**config.mk**
```make
export PLATFORM = sky130hd
export DESIGN_NAME = lcdds_core
export DESIGN_NICKNAME = d
export VERILOG_FILES = /design/src/verilog/lcdds_pkg.sv /design/src/verilog/lcdds_core.sv
export VERILOG_INCLUDE_DIRS = /design/src /design/src/verilog
export SDC_FILE = /design/constraint.sdc
export NUM_CORES = 1
export LEC_CHECK = 0
export ABC_CLOCK_PERIOD_IN_PS = 2200
export BUFFER_PORTS_ARGS = -buffer_cell sky130_fd_sc_hd__buf_2
export CAP_MARGIN = 20
export CORE_MARGIN = 1.5
export CORE_UTILIZATION = 40
export CTS_CLUSTER_SIZE = 28
export DETAILED_ROUTE_END_ITERATION = 8
export PLACE_DENSITY = 0.73
export SYNTH_ARGS = -nofsm -noshare
export SYNTH_HDL_FRONTEND = slang
export SYNTH_SLANG_ARGS = --single-unit
```
**constraint.sdc**
```tcl
create_clock -name clock -period 2.2 [get_ports clock]
set_input_delay 0.22 -clock clock [delete_from_list [all_inputs] [get_ports clock]]
set_output_delay 0.22 -clock clock [all_outputs]
set_load 0.02 [all_outputs]
```
**src/verilog/lcdds_params.svh**
```systemverilog
// constants for the duty select and status read block
`ifndef LCDDS_PARAMS_SVH
`define LCDDS_PARAMS_SVH
`define LCDDS_DUTY_CMD_MASK 8'hFE
`define LCDDS_DUTY_CMD 8'hA8
`define LCDDS_MAP_CMD 8'hA0
`define LCDDS_DISP_CMD 8'hAE
`define LCDDS_DUTY_RESET 1'b1
`define LCDDS_MAP_RESET 1'b0
`define LCDDS_DISP_RESET 1'b0
`define LCDDS_STATUS_RESET 8'hB0
`define LCDDS_SLAVE_FIRST_ROW 5'h10
`define LCDDS_MASTER_FIRST_ROW 5'h00
`define LCDDS_BUSY_BIT 7
`define LCDDS_MAP_BIT 6
`define LCDDS_OFF_BIT 5
`define LCDDS_RST_BIT 4
`define LCDDS_ROWS_FULL 6'h20
`define LCDDS_ROWS_HALF 6'h10
`define LCDDS_CMD_NS 100
`define LCDDS_CLK_NS 50
`define LCDDS_CMD_CYC ((`LCDDS_CMD_NS + `LCDDS_CLK_NS - 1) / `LCDDS_CLK_NS)
`define LCDDS_RESET_CYC 8
`endif

```
**src/verilog/lcdds_pkg.sv**
```systemverilog
// types for the duty select and status read block
package lcdds_pkg;
	typedef enum logic [1:0] {LCDDS_IN_RESET, LCDDS_IDLE, LCDDS_BUSY} lcdds_state_type;
endpackage : lcdds_pkg

```
**src/verilog/lcdds_core.sv**
```systemverilog
// duty select command and status byte read on the host command bus
//
// Contract
// (RULE1) duty bit high selects 1/32 duty, low selects 1/16 duty
// (RULE2) duty command byte is A8 for low and A9 for high
// (RULE3) host writes commands with select 0, enable 1, read/write 0
// (RULE4) master drives common rows 0 to 15, slave rows 16 to 31; a slave left at 1/16 duty starts at row 0 instead
// (RULE5) host should write duty high in both master and slave
// (RULE6) host reads status with select 0, enable 0, read/write 1
// (RULE7) status carries flags in bits 7 to 4, zeros in bits 3 to 0
// (RULE8) bit 7 is busy while executing a command or resetting
// (RULE9) host sends nothing while busy reads 1
// (RULE10) bit 6 shows column mapping, 1 for inverted
// (RULE11) bit 5 reads 1 when display is off, inverse of setting
// (RULE12) bit 4 reads 1 while the device is being reset
// (RULE13) duty also sets 32 or 16 memory rows mapped to commons
// (RULE14) duty command changes only the duty bit and sets busy
`timescale 1ns/1ps
`include "lcdds_params.svh"
module lcdds_core #(
	parameter int CMD_CYC = `LCDDS_CMD_CYC,
	parameter int RESET_CYC = `LCDDS_RESET_CYC
) (
	// clock and reset
	input wire logic clock,
	input wire logic rst,
	// host command bus
	input wire logic cmd_data_sel,
	input wire logic enable_read,
	input wire logic read_write,
	input wire logic [7:0] data_in,
	output logic [7:0] data_out,
	output logic data_oe,
	// pairing role: 1 for slave half of commons
	input wire logic slave_mode,
	// settings to the panel drive logic
	output logic duty_full,
	output logic [5:0] rows_mapped,
	output logic [4:0] first_common_row,
	output logic seg_inverted,
	output logic display_on
);
	// parameters the eight-bit counter cannot hold are refused at elaboration
	if (CMD_CYC < 1 || CMD_CYC > 255) begin : g_bad_cmd_cyc
		$error("lcdds_core: command busy count out of range");
	end
	if (RESET_CYC < 1 || RESET_CYC > 255) begin : g_bad_reset_cyc
		$error("lcdds_core: reset busy count out of range");
	end

	// sequencer state: reset walk, idle, command in progress
	lcdds_pkg::lcdds_state_type state_r;
	lcdds_pkg::lcdds_state_type state_nxt;
	// cycles left in the current busy stretch
	logic [7:0] count_r;
	logic [7:0] count_nxt;
	// settings written by commands
	logic duty_r;
	logic duty_nxt;
	logic map_r;
	logic map_nxt;
	logic disp_r;
	logic disp_nxt;
	// status byte and its drive enable
	logic [7:0] dout_r;
	logic [7:0] dout_nxt;
	logic oe_r;
	logic oe_nxt;
	// common row window handed to the panel drive
	logic [5:0] rows_r;
	logic [5:0] rows_nxt;
	logic [4:0] first_r;
	logic [4:0] first_nxt;
	// bus decode and the command byte classes
	logic cmd_write;
	logic stat_read;
	logic cmd_taken;
	logic is_duty;
	logic is_map;
	logic is_disp;
	logic [7:0] cmd_class;

	// bus decode; a write while busy or resetting is dropped, the host must poll first
	// limitation: display memory transfers are not served here
	assign cmd_write = !cmd_data_sel && enable_read && !read_write; // RULE3
	assign stat_read = !cmd_data_sel && !enable_read && read_write; // RULE6
	assign cmd_taken = cmd_write && (state_r == lcdds_pkg::LCDDS_IDLE);

	// command byte classes; bit 0 carries the value in all three
	assign cmd_class = data_in & `LCDDS_DUTY_CMD_MASK;
	assign is_duty = (cmd_class == `LCDDS_DUTY_CMD); // RULE2
	assign is_map = (cmd_class == `LCDDS_MAP_CMD);
	assign is_disp = (cmd_class == `LCDDS_DISP_CMD);

	// sequencer next state; the busy stretch is counted down to zero
	always_comb begin
		state_nxt = state_r;
		count_nxt = count_r;
		case (state_r)
			lcdds_pkg::LCDDS_IN_RESET: begin
				// still busy until the reset walk has run out
				if (count_r == 8'h00) begin
					state_nxt = lcdds_pkg::LCDDS_IDLE;
				end else begin
					count_nxt = count_r - 8'h01;
				end
			end
			lcdds_pkg::LCDDS_IDLE: begin
				// every taken byte costs a busy stretch, known or not
				if (cmd_taken) begin
					state_nxt = lcdds_pkg::LCDDS_BUSY; // RULE14
					count_nxt = 8'(CMD_CYC - 1);
				end
			end
			lcdds_pkg::LCDDS_BUSY: begin
				// count ends at zero so the stretch is exactly CMD_CYC edges
				if (count_r == 8'h00) begin
					state_nxt = lcdds_pkg::LCDDS_IDLE;
				end else begin
					count_nxt = count_r - 8'h01;
				end
			end
			default: begin
				// an illegal code recovers to idle rather than hanging busy
				state_nxt = lcdds_pkg::LCDDS_IDLE;
				count_nxt = 8'h00;
			end
		endcase
	end

	// sequencer registers; reset starts the busy reset walk
	always_ff @(posedge clock or posedge rst) begin
		if (rst) begin
			state_r <= lcdds_pkg::LCDDS_IN_RESET;
			count_r <= 8'(RESET_CYC - 1);
		end else begin
			state_r <= state_nxt;
			count_r <= count_nxt;
		end
	end

	// settings; only the addressed bit moves, the others hold
	always_comb begin
		duty_nxt = duty_r;
		map_nxt = map_r;
		disp_nxt = disp_r;
		if (cmd_taken) begin
			if (is_duty) begin
				duty_nxt = data_in[0]; // RULE1 RULE14
			end
			if (is_map) begin
				map_nxt = data_in[0];
			end
			if (is_disp) begin
				disp_nxt = data_in[0];
			end
		end
	end

	// settings registers
	always_ff @(posedge clock or posedge rst) begin
		if (rst) begin
			duty_r <= `LCDDS_DUTY_RESET;
			map_r <= `LCDDS_MAP_RESET;
			disp_r <= `LCDDS_DISP_RESET;
		end else begin
			duty_r <= duty_nxt;
			map_r <= map_nxt;
			disp_r <= disp_nxt;
		end
	end

	// status byte built from next values, so it agrees with the settings outputs
	// at every edge; the cost is a longer path from the bus to the status flops
	always_comb begin
		dout_nxt = 8'h00; // RULE7
		dout_nxt[`LCDDS_BUSY_BIT] = (state_nxt != lcdds_pkg::LCDDS_IDLE); // RULE8
		dout_nxt[`LCDDS_MAP_BIT] = map_nxt; // RULE10
		dout_nxt[`LCDDS_OFF_BIT] = !disp_nxt; // RULE11
		dout_nxt[`LCDDS_RST_BIT] = (state_nxt == lcdds_pkg::LCDDS_IN_RESET); // RULE12
		// enable follows the read decode one edge late
		oe_nxt = stat_read;
	end

	// status registers; reset shows busy, in reset and display off
	always_ff @(posedge clock or posedge rst) begin
		if (rst) begin
			dout_r <= `LCDDS_STATUS_RESET;
			oe_r <= 1'b0;
		end else begin
			dout_r <= dout_nxt;
			oe_r <= oe_nxt;
		end
	end

	// common row window; a slave in a 1/32 pair takes the upper sixteen rows
	always_comb begin
		if (duty_nxt) begin
			rows_nxt = `LCDDS_ROWS_FULL; // RULE13
		end else begin
			rows_nxt = `LCDDS_ROWS_HALF; // RULE13
		end
		// a slave left at 1/16 has no upper half to drive, so it starts at row 0
		if (slave_mode && duty_nxt) begin
			first_nxt = `LCDDS_SLAVE_FIRST_ROW; // RULE4 RULE5
		end else begin
			first_nxt = `LCDDS_MASTER_FIRST_ROW; // RULE4
		end
	end

	// common row window registers
	always_ff @(posedge clock or posedge rst) begin
		if (rst) begin
			rows_r <= `LCDDS_ROWS_FULL;
			first_r <= `LCDDS_MASTER_FIRST_ROW;
		end else begin
			rows_r <= rows_nxt;
			first_r <= first_nxt;
		end
	end

	// every output comes straight from a flip-flop
	assign data_out = dout_r;
	assign data_oe = oe_r;
	assign duty_full = duty_r;
	assign rows_mapped = rows_r;
	assign first_common_row = first_r;
	assign seg_inverted = map_r;
	assign display_on = disp_r;
endmodule : lcdds_core

```
# Word level (Yosys, flattened, before mapping)
# Index checks and enable logic that the tools add are counted.
classes:
  reduce_logical: 15
  mux: 14
  eq_ne: 8
  add_sub_neg: 1
op_table:
  columns: ["operator", "count"]
  rows:
  - ["== test 7 bit (second input constant)", 3]
  - ["two-way mux 8 bit", 2]
  - ["one-hot mux 8 bit (2 select lines)", 1]
  - ["zero test 8 bit", 1]
  - ["subtractor 8 x 1 -> 8 bit (second input constant)", 1]
  - ["logical AND 1 bit", 6]
  - ["two-way mux 1 bit", 6]
  - ["two-way mux 6 bit", 1]
  - ["two-way mux 5 bit", 1]
  - ["zero test 1 bit", 4]
  - ["zero test 2 bit", 2]
  - ["two-way mux 2 bit", 2]
  - ["!= test 2 bit (second input constant)", 2]
  - ["one-hot mux 2 bit (2 select lines)", 1]
  - ["== test 2 x 1 -> 1 bit (second input constant)", 1]
  - ["== test 2 bit (second input constant)", 1]
  - ["!= test 2 x 1 -> 1 bit (second input constant)", 1]
  - ["AND reduction 2 bit", 1]
  - ["OR reduction 2 bit", 1]
word_totals:
  word_cells: 47
  input_bits: 14
  ff_bits: 29
  output_inout_bits: 23

# Depth between registers and ports, before layout
logic_depth:
  word_depth: 7
  depth_mapped: 6
  mapped_depth_nobuf: 6

# Least setup slack after synthesis
# OpenSTA, ideal clock, no wires.
synth_path:
  path_type: "reg2reg"
  from: "register count_r[0]"
  to: "register state_r[1]"
  synth_period_minus_slack_ns: 1.778
  path_stages_with_launch: 7
  setup_ns: 0.121
  n_path_buf: 0
  slack_ns: 0.422
  t_arrival_ns: 1.657
  path_cell_list: "dfstp_2 > inv_1 > ha_1 > or3b_2 > nor2_1 > nor2_1 > a22o_1"
synth_via:
  elab_chain_cells: 3
synth_rtl:
  columns: ["item", "line_no", "text"]
  rows:
  - ["start, declared", "lcdds_core.sv:55", "logic [7:0] count_r;"]
  - ["start signal, assigned", "lcdds_core.sv:135", "count_r <= 8'(RESET_CYC - 1);"]
  - ["start signal, assigned", "lcdds_core.sv:138", "count_r <= count_nxt;"]
  - ["zero test 8 bit", "lcdds_core.sv:102, lcdds_core.sv:117", null]
  - ["two-way mux 2 bit", "lcdds_core.sv:102, lcdds_core.sv:117", null]
  - ["one-hot mux 2 bit (2 select lines)", "lcdds_core.sv:99", "case (state_r)"]
  - ["net state_nxt[1]", "lcdds_core.sv:53", "lcdds_pkg::lcdds_state_type state_nxt;"]
  - ["end signal, assigned", "lcdds_core.sv:134", "state_r <= lcdds_pkg::LCDDS_IN_RESET;"]
  - ["end signal, assigned", "lcdds_core.sv:137", "state_r <= state_nxt;"]
  - ["end, declared", "lcdds_core.sv:52", "lcdds_pkg::lcdds_state_type state_r;"]
# The timed path passes the listed nets, and every way through them passes these cells.
# A chain may end at the register's enable or synchronous reset.

# Worst setup path in the final report
layout_path:
  from: "register count_r[0]"
  to: "register count_r[6]"
layout_via:
  elab_chain_cells: 3
  elab_cells_between_ends: 6
layout_rtl:
  columns: ["item"]
  rows:
  - ["subtractor 8 x 1 -> 8 bit / zero test 8 bit (equally long branches)"]
  - ["two-way mux 8 bit / != test 2 bit (equally long branches)"]
  - ["one-hot mux 8 bit (2 select lines) / AND reduction 2 bit (equally long branches)"]
# Parallel ways exist; a longest one is shown, timed or not. The select of a mux whose other input is x is not followed.

==> summary.txt <==
Final layout
  • Share of layout cells above drive strength 1: 0.3182
  • Area growth, synth to finish: 12.46%
  • NumNets Final: 149
  • Finished Layout Cells: 162
  • Antenna diode count: 0

Clock tree
  • Clk buf depth: 2
  • CTS resizes: 0
  • TritonCTS buffer count: 3
  • CTS hold repair buffers: 0
  • Worst-Skew Late Latency: 0.29 ns
  • Clk sinks: 19
  • Post-CTS Repair Setup Buffers: 0
  • H-tree Lvls: 1
  • Worst-path clk slew: 0.10 ns
  • CTS tree: done
  • Root buffer cell: clkbuf_4

Timing
  • Slew HR: 0.5264
  • F_max: 513.3 MHz
  • Final setup skew: 0.001668 ns
  • Final setup viols: 0
  • Worst hold margin: 0.02484 ns
  • Setup_tns: 0 ns
  • Final hold viol count: 0
  • Slew at the pin with the worst max-slew slack: 0.7096 ns
  • RSZ-0062 raised after global routing: false
  • Fin crit share: 0.8856
  • Pins Over Slew Limit: 0
  • Min Tclk post-route: 1.948 ns

Pwr
  • Pleak: 0.0005642 uW
  • Pwr Density: 1100 mW/mm2
  • Pint: 776.4 uW
  • Switching Share: 0.3989
  • Net Sw Power: 515.3 uW
  • Gate power share: 0.423
  • Seq pwr share: 0.445
  • Worst vdd ir: 491.6 uV
  • Clock power share: 0.132

Synth
  • Part of the Yosys area used for sequential elements: 0.4635
  • EDFF count, synth: 0
  • FF+latch count, synth: 19
  • Synthesized area: 0.001045 mm2
  • Synth Area per Inst: 9.856 um2
  • Synth cell types: 34
  • Synth area leaders: dfrtp_1, dfstp_2, buf_4, mux2_2, a21oi_1
  • Ys flop type: dfrtp_1
  • Cells after synthesis: 106
  • Yosys top cell by area: dfrtp_1
  • Asr flop ratio synth: 1.000
  • Synth top area share: 0.2874
  • Most frequent cell after synthesis: buf_4
  • Syn. warnings: 0
  • Synth top cells by count: buf_4, dfrtp_1, inv_1, dfstp_2, nor2_1

GRT
  • First-pass GRT wire length: 3.263 mm
  • Global route overflow: 0
  • Largest net degree at the start of global routing: 20
  • Total GRT Usage: 0.1553
  • Vias in the first global route: 804
  • Initial antenna violation count: 0

Critical path
  • Worst r2r src: count_r[0]
  • CP endpoint kind: flip-flop
  • FF-to-FF setup slack: 0.25 ns
  • Crit path launch: count_r[0]
  • R2R depth: 6
  • CP arrival: 2.16 ns
  • Crit path max fanout: 6
  • CP Capture Point: count_r[6]
  • WS Path Type: flip-flop to flip-flop
  • Worst R2R End: count_r[6]
  • CP Launch Type: flip-flop
  • CP required: 2.41 ns

Die
  • Die ar.: 0.002927 mm2
  • Initial Util: 0.4217
  • FP Rows: 18
  • DIE HEIGHT: 54.11 um
  • Io pins: 37
  • Core box area: 0.002477 mm2
  • Die width: 54.11 um

Place
  • GPL Wtd Cong: 0.8538
  • Port buffer count: 24
  • Placed cells: 158
  • Detail Placement HPWL: 1.533 mm

Drt
  • Number of nets with antenna violations after routing: 0
  • Vias per cell: 5.111
  • DR pass1 iterations: 4
  • DRC errors left: 0
  • Starting DRT DRC Count: 10
  • WL per Instance: 12.00 um
  • Vias: 828
  • WL final: 1.944 mm

Run status
  • Status: completed

Job
  • Number of max-cap violations: 0

Min path
  • Worst Hold Class: input pin to asynchronous set/reset pin
metal layers:
layer  up-vias  global-route usage  share of wire
met5         -                   0              0
met4         0             0.06250         0.0098
met3         4             0.03333          0.066
met2        37              0.2825           0.51
met1       393              0.1744           0.41
li1        394                   -              -
stage by stage:
stage | worst slack, ns | area (um2) | util | total power, uW
after CTS | 0.2381 | 1175 | 0.4742 | 1307
after floorplan | 0.4225 | 1086 | - | 1005
final | 0.2517 | 1175 | 0.4742 | 1292
after global placement | 0.4365 | 1149 | 0.4636 | 1098
after global routing | 0.09234 | 1175 | 0.4742 | 1404
after detailed placement | 0.2681 | 1149 | 0.4636 | 1128
area by class of cell:
| class | count | area, um2 |
|---|---|---|
| clock buffers | 4 | 26.28 |
| inverters | 8 | 30.03 |
| repair buffers | 26 | 135.1 |
| well taps | 30 | 37.54 |
| flip-flops and latches | 19 | 484.2 |
| multi-input cells | 75 | 461.7 |
| fillers | 255 | 1303 |
cells by family (layout without fill, tap and decap cells):
kind of cell               after synthesis  in the layout  share of synthesized area
and+or+nand+nor                         33             33                     0.1844
buffers and inverters                   23             38                     0.1341
AOI/OAI and AO/OA                       21             21                     0.1222
DFF                                     19             19                     0.4635
muxes                                    5              5                    0.05150
adders and majority gates                2              2                    0.02395
xor gates and xnor gates                 2              2                    0.01677
other                                    1             12                   0.003589
sequential cells by signal (all words and copies together) (netlist names):
register and count:
rows_mapped 2, state_r 2, display_on 1, first_common_row 1
data_oe 1, count_r 8, data_out 4
critical path, stage by stage (launching register included):
cell     delay (ns)
dfstp_2        0.40
inv_1          0.11
ha_1           0.19
or3b_2         0.49
o22ai_1        0.35
o21ai_0        0.16
a21oi_1        0.17
power groups by stage:
stage	registers (uW)	clock network, uW	logic (uW)
after floorplan	566	0	439
after global placement	572	0	526
after detailed placement	581	0	547
after CTS	574	184	549
after global routing	589	195	620
final	575	170	546
how the worst min path moves through the flow:
stage | to
after global placement | first_common_row[4]
after detailed placement | rows_mapped[4]
after global routing | first_common_row[4]
after floorplan | count_r[3]
after CTS | rows_mapped[4]
final | rows_mapped[4]
placed cells by master, fill, tap and decap left out, types with 2 or more instances in the layout:
cell	n
a21oi_1	6
buf_2	24
buf_4	2
clkbuf_4	3
conb_1	12
dfrtp_1	12
dfstp_2	7
ha_1	2
inv_1	8
mux2_2	3
mux2i_1	2
nand2_1	4
nand4_1	3
nor2_1	7
nor3_1	5
nor3b_1	2
o21a_1	3
o21ai_0	6
o22ai_1	2
or3_1	3
No activity file was read; power rests on OpenSTA's default activity.
